==> src/phyt_pkg.sv <==
/*
 * Constants, derived cycle counts and types for the 10/100 transceiver
 * MII/RMII timing and fast-link-pulse block.
 * Assumes a single system clock clk_sys at 125 MHz (8 ns).
 */
// Summary of operation
// - transmit clock 400 ns at 10 Mb/s, 40 ns at 100 Mb/s, halves equal; the code gives 24 ns high, 16 ns low at 100 Mb/s.
// - receive clock 400 ns at 10 Mb/s, 40 ns at 100 Mb/s, 50% duty; the code gives 24 ns high, 16 ns low at 100 Mb/s.
// - carrier sense rises 600 ns (10) or 72 ns (100) after transmit enable.
// - carrier sense falls 1.0 us (10) or 72 ns (100) after transmit enable drops.
// - receive valid and nibbles follow carrier sense by 7.2 us or 170 ns.
// - receive valid, nibble and error launched from receive clock rising edge.
// - RMII with 25 MHz reference: device outputs a 50 MHz 20 ns clock.
// - RMII with 50 MHz crystal input: transfers follow that 20 ns clock.
// - link pulse bursts repeat every 16 ms, within 8 to 24 ms.
// - each pulse lasts about 100 ns; a burst spans about 2 ms.
// - clock pulses inside a burst are 128 us apart, 111 to 139 us.
// - a data pulse follows its clock pulse by 64 us, 55.5 to 69.5 us.
// - a burst holds between 17 and 33 pulses in all.
package phyt_pkg;

   // ****************************************
   // time base
   // ****************************************
   localparam int CLK_NS    = 8;
   localparam int NS_PER_US = 1000;
   localparam int NS_PER_MS = 1000000;
   localparam int SYNC_CYC  = 2;

   // ****************************************
   // clock periods, ns
   // ****************************************
   localparam int PER_W      = 10;
   localparam int PER10_NS   = 400;
   localparam int PER100_NS  = 40;
   localparam int RMII_NS    = 20;

   // ****************************************
   // carrier sense and receive latencies
   // ****************************************
   localparam int CRS_ON10_NS   = 600;
   localparam int CRS_ON100_NS  = 72;
   localparam int CRS_OFF10_NS  = 1000;
   localparam int CRS_OFF100_NS = 72;
   localparam int RLAT10_NS     = 7200;
   localparam int RLAT100_NS    = 170;

   // ****************************************
   // fast link pulse timing
   // ****************************************
   localparam int FLP_PW_NS     = 100;
   localparam int FLP_CTC_US    = 128;
   localparam int FLP_CTD_US    = 64;
   localparam int FLP_BTB_MS    = 16;
   localparam int FLP_CODE_BITS = 16;

   // typical figures round down, never below one cycle
   function automatic int phyt_cyc(input int ns);
      return (ns / CLK_NS < 1) ? 1 : ns / CLK_NS;
   endfunction

   localparam int LAT_W          = 10;
   localparam int CRS_ON10_CYC   = phyt_cyc(CRS_ON10_NS);
   localparam int CRS_ON100_CYC  = phyt_cyc(CRS_ON100_NS);
   localparam int CRS_OFF10_CYC  = phyt_cyc(CRS_OFF10_NS);
   localparam int CRS_OFF100_CYC = phyt_cyc(CRS_OFF100_NS);
   localparam int RLAT10_CYC     = phyt_cyc(RLAT10_NS);
   localparam int RLAT100_CYC    = phyt_cyc(RLAT100_NS);
   localparam int FLP_PW_CYC     = phyt_cyc(FLP_PW_NS);
   localparam int FLP_CTC_CYC    = phyt_cyc(FLP_CTC_US * NS_PER_US);
   localparam int FLP_CTD_CYC    = phyt_cyc(FLP_CTD_US * NS_PER_US);
   localparam int FLP_BTB_CYC    = phyt_cyc(FLP_BTB_MS * NS_PER_MS);

   typedef enum {FLP_OFF, FLP_BURST, FLP_GAP} phyt_flp_t;
   typedef enum {RX_IDLE, RX_WAIT, RX_DATA} phyt_rx_t;

endpackage

==> src/phyt_clk_if.sv <==
/*
 * Bundle between the top and one clock generator: requested period,
 * generated level and a one-cycle pulse marking its rising edge.
 * Assumes both ends run on clk_sys.
 */
interface phyt_clk_if;
   logic [phyt_pkg::PER_W-1:0] periodNs;
   logic                       level;
   logic                       rise;

   modport gen  (input periodNs, output level, output rise);
   modport user (output periodNs, input level, input rise);
endinterface

==> src/phyt_clk_gen.sv <==
/*
 * Phase-accumulator clock generator; average period equals periodNs.
 * Assumes clk_sys at CLK_NS and a period of at least two system cycles.
 */
module phyt_clk_gen (
   // clock and reset
   input  wire logic clk_sys,
   input  wire logic reset_n,
   // generated clock
   phyt_clk_if.gen   clkIf
);
   import phyt_pkg::*;

   logic [PER_W-1:0] acc_reg;
   logic [PER_W-1:0] acc_next;
   logic             lvl_next;
   logic             rise_next;

   // half-period split
   // fractional periods alternate cycle counts rather than drifting
   always_comb begin
      acc_next = acc_reg + PER_W'(CLK_NS);
      if (acc_next >= clkIf.periodNs) begin
         acc_next = acc_next - clkIf.periodNs;
      end
      if (acc_next >= clkIf.periodNs) begin
         acc_next = '0;
      end
      lvl_next  = acc_next < (clkIf.periodNs >> 1);
      rise_next = lvl_next & ~clkIf.level;
   end

   always_ff @(posedge clk_sys) begin
      if (!reset_n) begin
         acc_reg     <= '0;
         clkIf.level <= 1'b0;
         clkIf.rise  <= 1'b0;
      end else begin
         acc_reg     <= acc_next;
         clkIf.level <= lvl_next;
         clkIf.rise  <= rise_next;
      end
   end

endmodule // phyt_clk_gen

==> src/phyt_top.sv <==
/*
 * MII/RMII host-side timing and fast-link-pulse generator of a 10/100
 * transceiver. Assumes MAC pins and straps are asynchronous to clk_sys;
 * line-side receive signals and negotiation inputs come from clk_sys logic.
 */
module phyt_top #(
   parameter int FLP_CTC = phyt_pkg::FLP_CTC_CYC,
   parameter int FLP_CTD = phyt_pkg::FLP_CTD_CYC,
   parameter int FLP_BTB = phyt_pkg::FLP_BTB_CYC
) (
   // clock and reset
   input  wire logic       clk_sys,
   input  wire logic       reset_n,
   // straps and reference pin
   input  wire logic       speed100Pin,
   input  wire logic       rmiiModePin,
   input  wire logic       ref50SelPin,
   input  wire logic       crystal_input,
   // MAC transmit
   input  wire logic       txEnPin,
   input  wire logic [3:0] txNibblePin,
   output logic            txClk,
   output logic            crs,
   // MAC receive
   output logic            rxClk,
   output logic            rxDv,
   output logic [3:0]      rxNibble,
   output logic            rxErr,
   output logic            refClkOut,
   // line side
   output logic            lineTxEn,
   output logic [3:0]      lineTxNibble,
   input  wire logic       lineRxActive,
   input  wire logic [3:0] lineRxNibble,
   input  wire logic       lineRxErr,
   // auto-negotiation
   input  wire logic       anegEnable,
   input  wire logic [phyt_pkg::FLP_CODE_BITS-1:0] linkCodeWord,
   output logic            flpPulse
);
   import phyt_pkg::*;

   localparam int TW   = $clog2(FLP_CTC + 1);
   localparam int GW   = $clog2(FLP_BTB + 1);
   localparam int PCW  = $clog2(FLP_PW_CYC + 1);
   localparam int SW   = $clog2(FLP_CODE_BITS + 1);
   localparam int PINS = 9;

   // ****************************************
   // pin synchronisers
   // ****************************************
   logic [PINS-1:0] meta_reg;
   logic [PINS-1:0] sync_reg;
   logic [PINS-1:0] sync_next;
   logic            xiPrev_reg;
   logic            speed100;
   logic            rmiiMode;
   logic            ref50Sel;
   logic            xiSync;
   logic            txEnS;
   logic [3:0]      txNibS;

   always_comb begin
      sync_next = meta_reg;
   end

   always_ff @(posedge clk_sys) begin
      if (!reset_n) begin
         meta_reg   <= '0;
         sync_reg   <= '0;
         xiPrev_reg <= 1'b0;
      end else begin
         meta_reg   <= {speed100Pin, rmiiModePin, ref50SelPin, crystal_input,
                        txEnPin, txNibblePin};
         sync_reg   <= sync_next;
         xiPrev_reg <= xiSync;
      end
   end

   assign {speed100, rmiiMode, ref50Sel, xiSync, txEnS, txNibS} = sync_reg;

   // ****************************************
   // clock generators
   // ****************************************
   phyt_clk_if txIf ();
   phyt_clk_if rxIf ();
   phyt_clk_if refIf ();

   always_comb begin
      txIf.periodNs  = speed100 ? PER_W'(PER100_NS) : PER_W'(PER10_NS);
      rxIf.periodNs  = speed100 ? PER_W'(PER100_NS) : PER_W'(PER10_NS);
      refIf.periodNs = PER_W'(RMII_NS);
   end

   phyt_clk_gen u_txClk  (.clk_sys(clk_sys), .reset_n(reset_n), .clkIf(txIf));
   phyt_clk_gen u_rxClk  (.clk_sys(clk_sys), .reset_n(reset_n), .clkIf(rxIf));
   phyt_clk_gen u_refClk (.clk_sys(clk_sys), .reset_n(reset_n), .clkIf(refIf));

   logic rmiiTick;
   logic txTick;
   logic rxTick;

   assign rmiiTick = ref50Sel ? (xiSync & ~xiPrev_reg) : refIf.rise;
   assign txTick   = rmiiMode ? rmiiTick : txIf.rise;
   assign rxTick   = rmiiMode ? rmiiTick : rxIf.rise;

   // ****************************************
   // transmit path and carrier sense
   // ****************************************
   logic             txClk_next;
   logic             rxClk_next;
   logic             refClk_next;
   logic             lineTxEn_next;
   logic [3:0]       lineTxNib_next;
   logic             txCrs_reg;
   logic             txCrs_next;
   logic [LAT_W-1:0] crsCnt_reg;
   logic [LAT_W-1:0] crsCnt_next;
   logic [LAT_W-1:0] crsLimit;
   logic             crs_next;

   always_comb begin
      txClk_next     = txIf.level;
      rxClk_next     = rxIf.level;
      // reference output only in 25 MHz RMII
      refClk_next    = rmiiMode & ~ref50Sel & refIf.level;
      lineTxEn_next  = lineTxEn;
      lineTxNib_next = lineTxNibble;
      if (txTick) begin
         lineTxEn_next  = txEnS;
         lineTxNib_next = txEnS ? txNibS : 4'h0;
      end
      if (txEnS) begin
         crsLimit = speed100 ? LAT_W'(CRS_ON100_CYC - SYNC_CYC - 2)
                             : LAT_W'(CRS_ON10_CYC - SYNC_CYC - 2);
      end else begin
         crsLimit = speed100 ? LAT_W'(CRS_OFF100_CYC - SYNC_CYC - 2)
                             : LAT_W'(CRS_OFF10_CYC - SYNC_CYC - 2);
      end
      txCrs_next  = txCrs_reg;
      crsCnt_next = '0;
      if (txEnS != txCrs_reg) begin
         if (crsCnt_reg >= crsLimit) begin
            txCrs_next = txEnS;
         end else begin
            crsCnt_next = crsCnt_reg + LAT_W'(1);
         end
      end
      crs_next = txCrs_next | lineRxActive;
   end

   always_ff @(posedge clk_sys) begin
      if (!reset_n) begin
         txClk        <= 1'b0;
         rxClk        <= 1'b0;
         refClkOut    <= 1'b0;
         lineTxEn     <= 1'b0;
         lineTxNibble <= 4'h0;
         txCrs_reg    <= 1'b0;
         crsCnt_reg   <= '0;
         crs          <= 1'b0;
      end else begin
         txClk        <= txClk_next;
         rxClk        <= rxClk_next;
         refClkOut    <= refClk_next;
         lineTxEn     <= lineTxEn_next;
         lineTxNibble <= lineTxNib_next;
         txCrs_reg    <= txCrs_next;
         crsCnt_reg   <= crsCnt_next;
         crs          <= crs_next;
      end
   end

   // ****************************************
   // receive path
   // ****************************************
   // no buffering: nibbles arriving during the latency wait are dropped
   phyt_rx_t         rxState_reg;
   phyt_rx_t         rxState_next;
   logic [LAT_W-1:0] rlat_reg;
   logic [LAT_W-1:0] rlat_next;
   logic             rxDv_next;
   logic [3:0]       rxNib_next;
   logic             rxErr_next;

   always_comb begin
      rxState_next = rxState_reg;
      rlat_next    = rlat_reg;
      rxDv_next    = rxDv;
      rxNib_next   = rxNibble;
      rxErr_next   = rxErr;
      case (rxState_reg)
         RX_IDLE: begin
            rlat_next = speed100 ? LAT_W'(RLAT100_CYC - 2) : LAT_W'(RLAT10_CYC - 2);
            if (lineRxActive) begin
               rxState_next = RX_WAIT;
            end
         end
         RX_WAIT: begin
            if (!lineRxActive) begin
               rxState_next = RX_IDLE;
            end else if (rlat_reg == '0) begin
               rxState_next = RX_DATA;
            end else begin
               rlat_next = rlat_reg - LAT_W'(1);
            end
         end
         RX_DATA: begin
            if (rxTick) begin
               rxDv_next  = lineRxActive;
               rxNib_next = lineRxActive ? lineRxNibble : 4'h0;
               rxErr_next = lineRxActive & lineRxErr;
               if (!lineRxActive) begin
                  rxState_next = RX_IDLE;
               end
            end
         end
         default: begin
            rxState_next = RX_IDLE;
         end
      endcase
   end

   always_ff @(posedge clk_sys) begin
      if (!reset_n) begin
         rxState_reg <= RX_IDLE;
         rlat_reg    <= '0;
         rxDv        <= 1'b0;
         rxNibble    <= 4'h0;
         rxErr       <= 1'b0;
      end else begin
         rxState_reg <= rxState_next;
         rlat_reg    <= rlat_next;
         rxDv        <= rxDv_next;
         rxNibble    <= rxNib_next;
         rxErr       <= rxErr_next;
      end
   end

   // ****************************************
   // fast link pulse bursts
   // ****************************************
   phyt_flp_t                flpState_reg;
   phyt_flp_t                flpState_next;
   logic [TW-1:0]            slotT_reg;
   logic [TW-1:0]            slotT_next;
   logic [GW-1:0]            gap_reg;
   logic [GW-1:0]            gap_next;
   logic [SW-1:0]            bit_reg;
   logic [SW-1:0]            bit_next;
   logic [PCW-1:0]           pw_reg;
   logic [PCW-1:0]           pw_next;
   logic [FLP_CODE_BITS-1:0] word_reg;
   logic [FLP_CODE_BITS-1:0] word_next;
   logic                     fire;
   logic                     flp_next;

   always_comb begin
      flpState_next = flpState_reg;
      slotT_next    = slotT_reg;
      gap_next      = gap_reg + GW'(1);
      bit_next      = bit_reg;
      word_next     = word_reg;
      fire          = 1'b0;
      case (flpState_reg)
         FLP_OFF: begin
            gap_next = '0;
            if (anegEnable) begin
               flpState_next = FLP_BURST;
               slotT_next    = '0;
               bit_next      = '0;
               word_next     = linkCodeWord;
            end
         end
         FLP_BURST: begin
            slotT_next = slotT_reg + TW'(1);
            if (slotT_reg == '0) begin
               fire = 1'b1;
            end
            if (slotT_reg == TW'(FLP_CTD) && bit_reg < SW'(FLP_CODE_BITS)) begin
               fire = word_reg[bit_reg[SW-2:0]];
            end
            if (slotT_reg == TW'(FLP_CTC - 1)) begin
               slotT_next = '0;
               if (bit_reg == SW'(FLP_CODE_BITS)) begin
                  flpState_next = FLP_GAP;
               end else begin
                  bit_next = bit_reg + SW'(1);
               end
            end
         end
         FLP_GAP: begin
            if (gap_reg == GW'(FLP_BTB - 1)) begin
               flpState_next = FLP_BURST;
               slotT_next    = '0;
               bit_next      = '0;
               gap_next      = '0;
               word_next     = linkCodeWord;
            end
         end
         default: begin
            flpState_next = FLP_OFF;
         end
      endcase
      if (!anegEnable) begin
         flpState_next = FLP_OFF;
      end
      pw_next  = '0;
      flp_next = 1'b0;
      if (fire) begin
         pw_next  = PCW'(FLP_PW_CYC - 1);
         flp_next = 1'b1;
      end else if (pw_reg != '0) begin
         pw_next  = pw_reg - PCW'(1);
         flp_next = 1'b1;
      end
   end

   always_ff @(posedge clk_sys) begin
      if (!reset_n) begin
         flpState_reg <= FLP_OFF;
         slotT_reg    <= '0;
         gap_reg      <= '0;
         bit_reg      <= '0;
         pw_reg       <= '0;
         word_reg     <= '0;
         flpPulse     <= 1'b0;
      end else begin
         flpState_reg <= flpState_next;
         slotT_reg    <= slotT_next;
         gap_reg      <= gap_next;
         bit_reg      <= bit_next;
         pw_reg       <= pw_next;
         word_reg     <= word_next;
         flpPulse     <= flp_next;
      end
   end

endmodule // phyt_top

==> config.mk <==
export PLATFORM = sky130hd
export DESIGN_NAME = phyt_top
export DESIGN_NICKNAME = d
export VERILOG_FILES = /design/src/phyt_pkg.sv /design/src/phyt_clk_if.sv /design/src/phyt_clk_gen.sv /design/src/phyt_top.sv
export SDC_FILE = /design/constraint.sdc
export NUM_CORES = 1
export LEC_CHECK = 0
export ABC_AREA = 1
export BUFFER_PORTS_ARGS = -buffer_cell sky130_fd_sc_hd__buf_4
export CAP_MARGIN = 10
export CORE_ASPECT_RATIO = 0.9
export CORE_UTILIZATION = 34
export CTS_BUF_LIST = sky130_fd_sc_hd__clkbuf_8
export DETAILED_ROUTE_END_ITERATION = 8
export GPL_ROUTABILITY_DRIVEN = 0
export GPL_TIMING_DRIVEN = 0
export PLACE_DENSITY_LB_ADDON = 0.2
export SLEW_MARGIN = 20
export SYNTH_ARGS = -nofsm -noshare
export SYNTH_HDL_FRONTEND = slang
export SYNTH_HIERARCHICAL = 1
export SYNTH_SLANG_ARGS = --single-unit
==> constraint.sdc <==
create_clock -name clk_sys -period 4.7 [get_ports clk_sys]
set_input_delay 0.235 -clock clk_sys [delete_from_list [all_inputs] [get_ports clk_sys]]
set_output_delay 0.235 -clock clk_sys [all_outputs]
set_load 0.03 [all_outputs]
== Yosys cells after proc, flatten, opt, wreduce, memory -nomap -nowiden ==
Index checks and enable logic that the tools add are counted.

* Bits in registers: 216
* Input bits: 34
* Word-level logic and storage cells: 166

* Add/subtract/negate cells: 12
* Magnitude comparators: 12
* Equality and inequality tests: 20
* Mux-type cells: 54
* Bitwise logic cells: 16
* Reductions and logical operators: 19

{| class="wikitable"
|+ Operators by type and width
! cell !! count
|-
| 32-bit two-way mux || 8
|-
| 32-bit one-hot mux with 3 select lines || 2
|-
| 10-bit two-way mux || 9
|-
| 32-bit by 1-bit == test with 1-bit output, second input constant || 2
|-
| 32-bit by 2-bit == test with 1-bit output, second input constant || 2
|-
| 32-bit logical NOT || 2
|-
| 14-bit two-way mux || 3
|-
| 14-bit one-hot mux with 3 select lines || 1
|-
| 21-bit one-hot mux with 2 select lines || 1
|-
| 10-bit by 9-bit >= comparator with 1-bit output || 4
|-
| 16-bit two-way mux || 2
|-
| 16-bit one-hot mux with 2 select lines || 1
|-
| 10-bit by 4-bit adder with 10-bit output, second input constant || 3
|-
| 21-bit by 1-bit adder with 21-bit output, second input constant || 1
|-
| 21-bit == test, second input constant || 1
|-
| 21-bit two-way mux || 1
|-
| 7-bit two-way mux || 3
|-
| 10-bit by 5-bit >= comparator with 1-bit output, second input constant || 2
|-
| 10-bit by 8-bit < comparator with 1-bit output || 2
|-
| 5-bit two-way mux || 4
|-
| 2-bit != test, second input constant || 10
|-
| 10-bit one-hot mux with 2 select lines || 1
|-
| 10-bit by 9-bit subtractor with 10-bit output || 2
|-
| 4-bit two-way mux || 4
|-
| 33 further kinds || 62
|}

== Depth between registers and ports, before layout ==
Gate-level depths: netlist (run 1).

* Word-level depth: 7
* Mapped depth: 35

== Modules after synthesis ==
The synthesis (run 1) kept the hierarchy.

{| class="wikitable"
|+ Modules (own cells, without submodules)
! module !! instances !! cells each !! area an instance (µm²)
|-
| phyt_top || 1 || 792 || 5699.2
|-
| phyt_clk_gen at u_refClk ... || 2 || 255 || 1645.3
|-
| phyt_clk_gen at u_txClk || 1 || 254 || 1649.1
|}

== Least setup slack after synthesis (run 1) ==
No wires, ideal clock.

* Path kind: reg2reg
* Start point: register u_txClk.acc_reg[3]
* End point: register u_txClk.clkIf.rise
* Setup time: 0.062 ns
* Data arrival time: 4.292 ns
* Data required time: 4.638 ns
* Path slack: 0.346 ns
* Stages on the path, launching flop included: 34
* Path buffers: 2
* Clock period less this slack: 4.354 ns
* Cells stage by stage: dfxtp_1 -> ha_1 -> nand3_1 -> nand3b_1 -> xor2_1 -> inv_1 -> ha_1 -> nand2_1 -> inv_1 -> nand2_1 -> nor2_2 -> nor2_2 -> nand2_4 -> buf_6 -> o21ai_0 -> o21ai_0 -> inv_1 -> ha_1 -> nand2_1 -> nor2_1 -> nand3_1 -> nand3_1 -> nor2_1 -> inv_1 -> buf_2 -> nor2_1 -> ha_1 -> a21oi_1 -> o21bai_1 -> a21oi_1 -> nor2_2 -> nor2_2 -> nand2_1 -> nor2_2

* Longest elaborated chain between the ends: 7
* Elaborated cells between the ends (all ways): 8
* Classes of those cells: add/sub: 2; order compare: 3; mux: 2; bitwise: 1

{| class="wikitable"
|+ RTL lines
! item !! line !! text
|-
| from (decl) || phyt_clk_gen.sv:14 || <nowiki>logic [PER_W-1:0] acc_reg;</nowiki>
|-
| from (signal assigned) || phyt_clk_gen.sv:39 || <nowiki>acc_reg <= acc_next;</nowiki>
|-
| 10-bit by 4-bit adder with 10-bit output * || phyt_clk_gen.sv:22 || <nowiki>acc_next = acc_reg + PER_W'(CLK_NS);</nowiki>
|-
| 10-bit by 9-bit subtractor with 10-bit output / 10-bit by 9-bit >= comparator with 1-bit output (equally long branches) || phyt_clk_gen.sv:24, phyt_clk_gen.sv:23 ||
|-
| 10-bit two-way mux * || phyt_clk_gen.sv:23 || <nowiki>if (acc_next >= clkIf.periodNs) begin</nowiki>
|-
| 10-bit by 9-bit >= comparator with 1-bit output || phyt_clk_gen.sv:26 || <nowiki>if (acc_next >= clkIf.periodNs) begin</nowiki>
|-
| 10-bit two-way mux * || phyt_clk_gen.sv:26 ||
|-
| net u_txClk.acc_next[3] || phyt_clk_gen.sv:15 || <nowiki>logic [PER_W-1:0] acc_next;</nowiki>
|-
| 10-bit by 8-bit < comparator with 1-bit output * || phyt_clk_gen.sv:29 || <nowiki>lvl_next = acc_next < (clkIf.periodNs >> 1);</nowiki>
|-
| 1-bit AND * || phyt_clk_gen.sv:30 || <nowiki>rise_next = lvl_next & ~clkIf.level;</nowiki>
|-
| to (signal assigned) || phyt_clk_gen.sv:41 || <nowiki>clkIf.rise <= rise_next;</nowiki>
|-
| to (decl) || phyt_clk_if.sv:11 || <nowiki>modport gen (input periodNs, output level, output rise);</nowiki>
|}

Mark *: on every way through the listed nets, which the timed path passes. The rest lies on a longest branch.
A chain may end at the register's enable or synchronous reset.

== Final worst setup path (run 1) ==
* Start point: register u_rxClk.acc_reg[3]
* End point: register u_rxClk.clkIf.rise

* Longest elaborated chain between the ends: 7
* Elaborated cells between the ends (all ways): 8
* Classes of those cells: add/sub: 2; order compare: 3; mux: 2; bitwise: 1

{| class="wikitable"
|+ RTL lines
! item !! line
|-
| from (decl) || phyt_clk_gen.sv:14
|-
| from (signal assigned) || phyt_clk_gen.sv:39
|-
| 10-bit by 4-bit adder with 10-bit output * || phyt_clk_gen.sv:22
|-
| 10-bit by 9-bit subtractor with 10-bit output / 10-bit by 9-bit >= comparator with 1-bit output (equally long branches) || phyt_clk_gen.sv:24, phyt_clk_gen.sv:23
|-
| 10-bit two-way mux * || phyt_clk_gen.sv:23
|-
| 10-bit by 9-bit >= comparator with 1-bit output || phyt_clk_gen.sv:26
|-
| 10-bit two-way mux * || phyt_clk_gen.sv:26
|-
| net u_rxClk.acc_next[3] || phyt_clk_gen.sv:15
|-
| 10-bit by 8-bit < comparator with 1-bit output * || phyt_clk_gen.sv:29
|-
| 1-bit AND * || phyt_clk_gen.sv:30
|-
| to (signal assigned) || phyt_clk_gen.sv:41
|-
| to (decl) || phyt_clk_if.sv:11
|}

Marked as above.

==> results of run 1 <==
==> per-stage QoR <==
stage,power (mW),area (µm²),std cells
after global routing,4.557,12930,2134
after global placement,2.954,11620,2040
after floorplan,2.655,10740,1582
final,4.200,12930,2134
after CTS,4.105,12400,2101
after detailed placement,2.962,11620,2040
==> worst max-delay path by stage <==
stage / depth (start not counted) / endpoint / slack [ns]
2_1_floorplan: 33 / u_txClk/clkIf.rise / 0.35
3_3_place_gp: 33 / u_txClk/clkIf.rise / -0.49
3_5_place_dp: 32 / u_txClk/clkIf.rise / -0.52
4_1_cts: 34 / u_txClk/clkIf.rise / -0.03
5_1_grt: 35 / u_rxClk/clkIf.rise / -0.07
6_report: 33 / u_rxClk/clkIf.rise / 0.26
==> kinds of logic (layout without fill, tap and decap cells) <==
| kind of cell | after synthesis | in the layout | synth area share (%) |
|---|---|---|---|
| other | 2 | 28 | 0.07059 |
| AND/OR/NAND/NOR | 794 | 794 | 34.26 |
| AO/OA/AOI/OAI | 158 | 158 | 8.291 |
| flip-flops | 156 | 156 | 29.35 |
| adder cells (fa/ha/maj) | 104 | 104 | 12.44 |
| buffers and inverters | 283 | 426 | 10.73 |
| XOR/XNOR | 59 | 59 | 4.857 |
==> final cells by class <==
class | instances | area, µm² | share of cell area [%]
multi-input cells | 1143 | 6753 | 52.21
plain buffers | 25 | 188.9 | 1.461
flip-flops and latches | 156 | 3141 | 24.28
inverters | 256 | 989.7 | 7.652
clock inverters | 15 | 180.2 | 1.393
clock buffers | 17 | 234.0 | 1.809
repair buffers | 113 | 935.9 | 7.236
well taps | 409 | 511.7 | 3.957
==> synthesized netlist by cell type (10+ instances only) <==
cell type    n
nor3_1      39
inv_1      244
nand4_1     21
nand2_1    342
nand3_1     88
nand3_2     14
xor2_1      48
xnor2_1     11
nor2_1     207
o21ai_1     14
o21ai_0     29
nand3b_1    12
nand2_2     10
a21oi_1     79
ha_1       101
clkbuf_1    10
nor2_2      19
dfxtp_1    156
==> power groups by stage <==
stage	clock [mW]	combinational [mW]	sequential, mW
6_report	1.08	1.61	1.51
5_1_grt	1.17	1.86	1.52
3_5_place_dp	0	1.43	1.53
2_1_floorplan	0	1.13	1.53
3_3_place_gp	0	1.42	1.53
4_1_cts	1.12	1.48	1.50
==> metal layers <==
layer  global-route usage, %  part of all wire (%)  up-vias
li1                        -                     -     5210
met1                   20.53                    51     4341
met2                   26.31                    47       76
met3                   2.495                   2.1        8
met4                   3.191                  0.43        0
met5                       0                     0        -
==> worst max-delay path, delay by kind of cell (launching register included) <==
kind / cells / cell delay [ns]
simple gates: 16 / 1.66
fa+ha+maj: 4 / 0.90
compound gates: 6 / 0.69
buf+inv: 6 / 0.57
flops: 1 / 0.38
xor+xnor: 1 / 0.18
==> repair_timing <==
| action | 4_1_cts | 5_1_grt |
|---|---|---|
| setup buffers | 6 | 34 |
| resized for setup | 33 | 74 |
| setup endpoints to repair | 6 | 6 |
| pin swaps | 5 | 41 |
| hold buffers | 23 | 0 |
| gates cloned | 0 | 1 |
| endpoints found under the hold margin | 23 | 0 |
==> results_dict.tcl, run 1 <==
set metrics [dict create \
    firstDrtPassIters 5 \
    swShare_pct 38.22 \
    clk_latency_ns 0.46 \
    worst-path-max-fanout 8 \
    min_path_type "input port to flip-flop" \
    endpoint_kind "flip-flop" \
    yosysTopAreaCell "dfxtp_1" \
    nets 1850 \
    diodes 0 \
    hold_end "word_reg[9]" \
    synthCells 1556 \
    r2r-end "u_rxClk/clkIf.rise" \
    placeableCoreArea_um2 30830 \
    drt-initial-drc-count 468 \
    synth-edff-count 0 \
    final_core_util_pct 41.95 \
    tns_ns 0 \
    drc 0 \
    yosysTopAreaCellShare_pct 29.35 \
    grt_max_degree 17 \
    hold_viol 0 \
    clock.fmax_mhz 225.3 \
    start_util_pct 34.50 \
    required_ns 5.10 \
    drive_gt1_share_pct 17.16 \
    cap_violations 0 \
    num_rows 61 \
    die_h_um 169.8 \
    fin_crit_ns 4.440 \
    synth_area_per_cell_um2 6.837 \
    switchingPower_mw 1.605 \
    die_w_um 188.5 \
    power_density_nw_per_um2 324.7 \
    regToRegSetupSlack_ns 0.26 \
    final_common_cell "nand2_1" \
    grt_usage_pct 15.46 \
    cts_tree "done" \
    largest_reg_flops 21 \
    status "finished, final reports clean" \
    numCtsBuffers 17 \
    die_area_um2 32000 \
    max_stage_delay_ns 0.38 \
    fillers 3288 \
    internal_power_mw 2.595 \
    slowest_stage "dfxtp_4" \
    reg2regPathDepth 33 \
    setup_viol 0 \
    io_buffers 49 \
    grt_pass1_vias 8989 \
    worst_setup_path_start_kind "flip-flop" \
    path_class "flip-flop to flip-flop" \
    min_period_over_period_pct 94.46 \
    cts-root-buf "clkbuf_8" \
    grt_first_pass_wirelength_um 41190 \
    clk_pin_slew_ns 0.10 \
    area_delta_synth_final_pct 21.57 \
    clockPowerShare_pct 25.6 \
    holdCritStartpoint "linkCodeWord[9]" \
    cp.arrival_ns 4.84 \
    synthFlopType "dfxtp_1" \
    p_seq_share_pct 35.9 \
    p_leak_nw 6.245 \
    rr_startpoint "u_rxClk/acc_reg[3]" \
    ys_types 48 \
    ys_async_sr_fraction_pct 0 \
    clock_skew_ns 0.01857 \
    ys_seq_area_share_pct 29.35 \
    ir_drop_mv 0.2034 \
    clock_path_buffers 2 \
    worstMarginPinSlew_ns 0.6274 \
    whs_path_depth 3 \
    dp_hpwl_um 18470 \
    io_pins 50 \
    slew_headroom_pct 57.98 \
    final_cell_mix "nand2_1, inv_1, nor2_1" \
    vias 9635 \
    ys_ff_latch 156 \
    wirelength_um 24500 \
    wire_per_inst_um 11.48 \
    critPathMostFrequentCell "nor2_2" \
    detail_route.vias_per_cell 4.515 \
    htree_num_levels 4 \
    slew_violations 0 \
    grt_remaining_overflow 0 \
    clock-sinks 156 \
    ant_nets 0 \
    grt_antenna_before_repair 0 \
    hold_ws_ns 0.02911 \
    dp_slack_ns -0.5164 \
    fin_ws_ns 0.2605 \
    ys.warnings.count 6 \
    crit_start "u_rxClk/acc_reg[3]" \
    syn_area_um2 10640 \
    combPwrFrac_pct 38.4 \
    synth_area_leaders "dfxtp_1, nand2_1, ha_1" \
]
Power figures use the tool's default switching activity.
==> inputs of run 2 (changes only) <==
--- a/config.mk
+++ b/config.mk
@@ -15,6 +15,7 @@
 export GPL_ROUTABILITY_DRIVEN = 0
 export GPL_TIMING_DRIVEN = 0
 export PLACE_DENSITY_LB_ADDON = 0.2
+export RECOVER_POWER = 50
 export SLEW_MARGIN = 20
 export SYNTH_ARGS = -nofsm -noshare
 export SYNTH_HDL_FRONTEND = slang
==> run 2 against run 1 <==
Setup slack improved by 0.00078 ns; sequential cell count unchanged; critical path depth unchanged; design area decreased by 0.89%; register-to-register slack about the same; first-iteration DRC count decreased by 4.3%; worst hold slack improved by 0.0065 ns; sequential power about the same; fmax about the same; critical path type unchanged; largest power group unchanged.
==> results_dict.tcl, run 2 (same netlist as run 1, synthesis figures left out) <==
set metrics [dict create \
    vias 9645 \
    min_period_over_period_pct 94.44 \
    numCtsBuffers 17 \
    fin_crit_ns 4.439 \
    p_seq_share_pct 36.1 \
    wirelength_um 24520 \
    combPwrFrac_pct 38.2 \
    ir_drop_mv 0.2032 \
    clock_skew_ns 0.01816 \
    drc 0 \
    num_rows 61 \
    endpoint_kind "flip-flop" \
    start_util_pct 34.50 \
    die_h_um 169.8 \
    min_path_type "input port to flip-flop" \
    whs_path_depth 3 \
    final_common_cell "nand2_1" \
    clock_path_buffers 2 \
    dpl.cell_count 2040 \
    grt_first_pass_wirelength_um 41190 \
    finalPower_mw 4.180 \
    detail_route.vias_per_cell 4.520 \
    placeableCoreArea_um2 30830 \
    cap_violations 0 \
    die_area_um2 32000 \
    drive_gt1_share_pct 15.48 \
    path_class "flip-flop to flip-flop" \
    swShare_pct 38.30 \
    htree_num_levels 4 \
    grt_antenna_before_repair 0 \
    slew_headroom_pct 58.00 \
    path_depth 33 \
    power_density_nw_per_um2 326.1 \
    nets 1850 \
    drt-initial-drc-count 448 \
    hold_viol 0 \
    critPathBufInv 6 \
    internal_power_mw 2.579 \
    p_leak_nw 6.159 \
    grt_pass1_vias 8989 \
    clk_latency_ns 0.46 \
    cts_tree "done" \
    io_pins 50 \
    largest_reg_flops 21 \
    grt_usage_pct 15.46 \
    tns_ns 0 \
    grt_remaining_overflow 0 \
    status "finished, final reports clean" \
    crit_family "simple AND/OR/NAND/NOR gates" \
    required_ns 5.10 \
    grt_max_degree 17 \
    cp.arrival_ns 4.83 \
    worstMarginPinSlew_ns 0.6271 \
    worst_setup_path_start_kind "flip-flop" \
    layout.cells.non_filler 2134 \
    clockPowerShare_pct 25.8 \
    area_delta_synth_final_pct 20.49 \
    setup_viol 0 \
    max_stage_delay_ns 0.38 \
    ant_nets 0 \
    firstDrtPassIters 5 \
    wire_per_inst_um 11.49 \
    critPathMostFrequentCell "nor2_2" \
    worst-path-max-fanout 8 \
    clock.fmax_mhz 225.3 \
    hold_ws_ns 0.03564 \
    dp_hpwl_um 18470 \
    final_cell_mix "nand2_1, inv_1, nor2_1" \
    clock-sinks 156 \
    die_w_um 188.5 \
    diodes 0 \
    reg2regPathDepth 33 \
    cts-root-buf "clkbuf_8" \
    slowest_stage "dfxtp_4" \
    io_buffers 49 \
    switchingPower_mw 1.601 \
    slew_violations 0 \
    clk_pin_slew_ns 0.10 \
]
run 2: final timing paths:
| check | from | endpoint | slack [ns] |
|---|---|---|---|
| max | u_rxClk/acc_reg[3] | u_rxClk/clkIf.rise | 0.26 |
| min | linkCodeWord[9] | word_reg[9] | 0.04 |
| max reg2reg | u_rxClk/acc_reg[3] | u_rxClk/clkIf.rise | 0.26 |
| min reg2reg | meta_reg[5] | sync_reg[5] | 0.41 |
run 2: what timing repair did:
action,4_1_cts,5_1_grt
endpoints found under the setup margin,6,6
gates resized for setup,33,74
pin swaps,5,41
hold endpoints to repair,23,0
buffers inserted,6,34
cloned,0,1
hold buffers,23,0
run 2: layer usage:
metal  vias up  GRT usage [%]  share of wire (%)
li1       5212              -                  -
met1      4347          20.53                 51
met2        72          26.31                 46
met3        14          2.495                2.2
met4         0          3.191               0.70
met5         -              0                  0
run 2: through the flow:
step / worst slack [ns] / instance area, µm² / utilization, %
floorplan: 0.3465 / 10740 / -
CTS: -0.03221 / 12400 / 40.22
global placement: -0.4927 / 11620 / 37.67
finish: 0.2613 / 12820 / 41.57
detailed placement: -0.5164 / 11620 / 37.67
global route: -0.07259 / 12820 / 41.57
run 2: worst register-to-register path, delay by kind of cell, from the launching register on:
family | cells | cell delay, ns
buf+inv | 6 | 0.57
simple gates | 16 | 1.66
fa+ha+maj | 4 | 0.90
compound gates | 6 | 0.69
flops | 1 | 0.38
xor+xnor | 1 | 0.18
run 2: power by group through the flow:
| stage | Sequential [mW] | Clock, mW | Combinational, mW |
|---|---|---|---|
| 2_1_floorplan | 1.53 | 0 | 1.13 |
| 3_3_place_gp | 1.53 | 0 | 1.42 |
| 3_5_place_dp | 1.53 | 0 | 1.43 |
| 4_1_cts | 1.50 | 1.12 | 1.48 |
| 5_1_grt | 1.52 | 1.17 | 1.84 |
| 6_report | 1.51 | 1.08 | 1.59 |
run 2: layout make-up:
| class | count | area, µm² |
|---|---|---|
| plain buffers | 25 | 170.2 |
| repair buffers | 113 | 872.1 |
| flip-flops and latches | 156 | 3141 |
| fillers | 3310 | 18020 |
| well taps | 409 | 511.7 |
| clock inverters | 15 | 180.2 |
| inverters | 256 | 989.7 |
| clock buffers | 17 | 234.0 |
| multi-input cells | 1143 | 6720 |
==> inputs of run 3 (changes only) <==
==> constraint.sdc (replaced) <==
create_clock -name clk_sys -period 4.08 [get_ports clk_sys]
set_input_delay 0.204 -clock clk_sys [delete_from_list [all_inputs] [get_ports clk_sys]]
set_output_delay 0.204 -clock clk_sys [all_outputs]
set_load 0.03 [all_outputs]
==> run 3 against run 2 <==
The run now ends with negative setup slack left; clock skew fell by 0.0060 ns; combinational power rose by 48%; power is 29% higher; sequential share of layout area fell by 1.8 points; via count grew 3.4%; sequential power rose by 15%; register-to-register slack worse by 0.42 ns; fmax rose by 4.7%; worst hold slack worse by 0.015 ns; critical path type unchanged; largest power group unchanged.
==> results_dict.tcl, run 3 (same netlist as run 1, synthesis figures left out) <==
set metrics [dict create \
    status "finished with violations" \
    violations "negative setup slack" \
    fin_ws_ns -0.1582 \
    die_w_um 188.5 \
    setup_viol 6 \
    clock.fmax_mhz 235.9 \
    final_core_util_pct 44.90 \
    num_rows 61 \
    switchingPower_mw 2.031 \
    combPwrFrac_pct 43.7 \
    cts_tree "done" \
    nets 1891 \
    max_stage_delay_ns 0.36 \
    regToRegSetupSlack_ns -0.16 \
    rr_startpoint "u_refClk/acc_reg[3]" \
    critPathMostFrequentCell "nor2_2" \
    cap_violations 0 \
    final_cell_mix "nand2_1, inv_1, nor2_1" \
    internal_power_mw 3.358 \
    clockPowerShare_pct 24.0 \
    clk_pin_slew_ns 0.09 \
    required_ns 4.48 \
    clock_skew_ns 0.01217 \
    placeableCoreArea_um2 30830 \
    crit_start "u_refClk/acc_reg[3]" \
    clk_latency_ns 0.46 \
    diodes 0 \
    r2r-end "u_refClk/clkIf.rise" \
    ir_drop_mv 0.2314 \
    grt_remaining_overflow 0 \
    cts-root-buf "clkbuf_8" \
    path_class "flip-flop to flip-flop" \
    final_common_cell "nand2_1" \
    slew_violations 0 \
    grt_first_pass_wirelength_um 44660 \
    hold_ws_ns 0.02082 \
    finalPower_mw 5.389 \
    ant_nets 0 \
    worst_setup_path_start_kind "flip-flop" \
    power_density_nw_per_um2 389.3 \
    detail_route.vias_per_cell 4.585 \
    placedInstanceArea_um2 11790 \
    clock-sinks 156 \
    rsz0062_at_grt "yes" \
    wirelength_um 27120 \
    numCtsBuffers 17 \
    firstDrtPassIters 5 \
    htree_num_levels 4 \
    min_period_over_period_pct 103.9 \
    vias 9972 \
    dpl.cell_count 2040 \
    p_leak_nw 6.392 \
    setup.worst_path.end "u_refClk/clkIf.rise" \
    p_seq_share_pct 32.3 \
    swShare_pct 37.69 \
    worstMarginPinSlew_ns 0.7041 \
    reg2regPathDepth 34 \
    grt_antenna_before_repair 0 \
    clock_path_buffers 2 \
    drt-initial-drc-count 494 \
    dp_hpwl_um 19980 \
    grt_usage_pct 17.04 \
    start_util_pct 34.50 \
    io_pins 50 \
    grt_max_degree 17 \
    wire_per_inst_um 12.47 \
    fin_crit_ns 4.238 \
    drc 0 \
    min_path_type "input port to flip-flop" \
    area_delta_synth_final_pct 30.12 \
    worst-path-max-fanout 8 \
    grt_pass1_vias 9428 \
    slew_headroom_pct 53.06 \
    hold_viol 0 \
    die_h_um 169.8 \
    slowest_stage "dfxtp_2" \
    postLayoutCellArea_um2 13840 \
    die_area_um2 32000 \
    cp.arrival_ns 4.64 \
    endpoint_kind "flip-flop" \
    dp_slack_ns -0.7352 \
    largest_reg_flops 21 \
    layout.cells.non_filler 2175 \
    tns_ns -0.4809 \
    drive_gt1_share_pct 22.82 \
    io_buffers 49 \
]
run 3: cell count changes in the layout (fill, tap and decap cells not counted), moves of 12 or more:
cell     before  now
buf_6         1   13
buf_4        72  102
inv_2        11   27
inv_1       236  219
ha_1         91   69
nor2_1      197  185
ha_4          7   31
nand2_1     335  313
nand2_2      17   32
run 3: worst max-delay path: cells and delay by family (launching register included):
family | cells | cell delay (ns)
AOI/OAI and AO/OA | 4 | 0.56
xor gates and xnor gates | 1 | 0.20
adders and majority gates | 4 | 0.77
buffers and inverters | 8 | 0.75
DFF | 1 | 0.36
and+or+nand+nor | 17 | 1.56
run 3: layout make-up:
type	instances	area, µm²
fill	3216	16990
multi-input combinational	1143	7352
sequential	156	3142
timing repair buffer	154	1226
inverter	256	999.7
tap	409	511.7
clock buffer	17	234.0
clock inverter	15	198.9
buffer	25	178.9
run 3: how the worst min path moves through the flow:
stage                                 end       startpoint  depth (start not counted)
after floorplan               meta_reg[0]   txNibblePin[0]                          2
after global placement        meta_reg[8]      speed100Pin                          3
after detailed placement      meta_reg[8]      speed100Pin                          3
after CTS                     word_reg[5]  linkCodeWord[5]                          3
after global routing      flpState_reg[1]       anegEnable                          3
final                         word_reg[5]  linkCodeWord[5]                          3
run 3: power by group through the flow:
stage	clock (mW)	sequential, mW	combinational (mW)
6_report	1.30	1.74	2.35
5_1_grt	1.40	1.76	2.61
4_1_cts	1.34	1.74	2.18
3_5_place_dp	0	1.77	1.70
3_3_place_gp	0	1.77	1.68
2_1_floorplan	0	1.77	1.33
run 3: repair_timing:
| action | 4_1_cts | 5_1_grt |
|---|---|---|
| setup buffers | 57 | 26 |
| setup endpoints to repair | 6 | 10 |
| hold endpoints to repair | 25 | 0 |
| pin swaps | 93 | 87 |
| gates cloned | 0 | 1 |
| hold buffers | 25 | 0 |
| resized for setup | 107 | 89 |
run 3: routing by layer:
layer,wire [µm],part of all wire [%],track usage [%],vias to the layer above
met4,329,1.2,3.892,0
met2,12680,47,28.85,112
met1,13520,50,22.67,4545
met5,0,0,0,-
li1,-,-,-,5297
met3,581,2.1,2.660,18
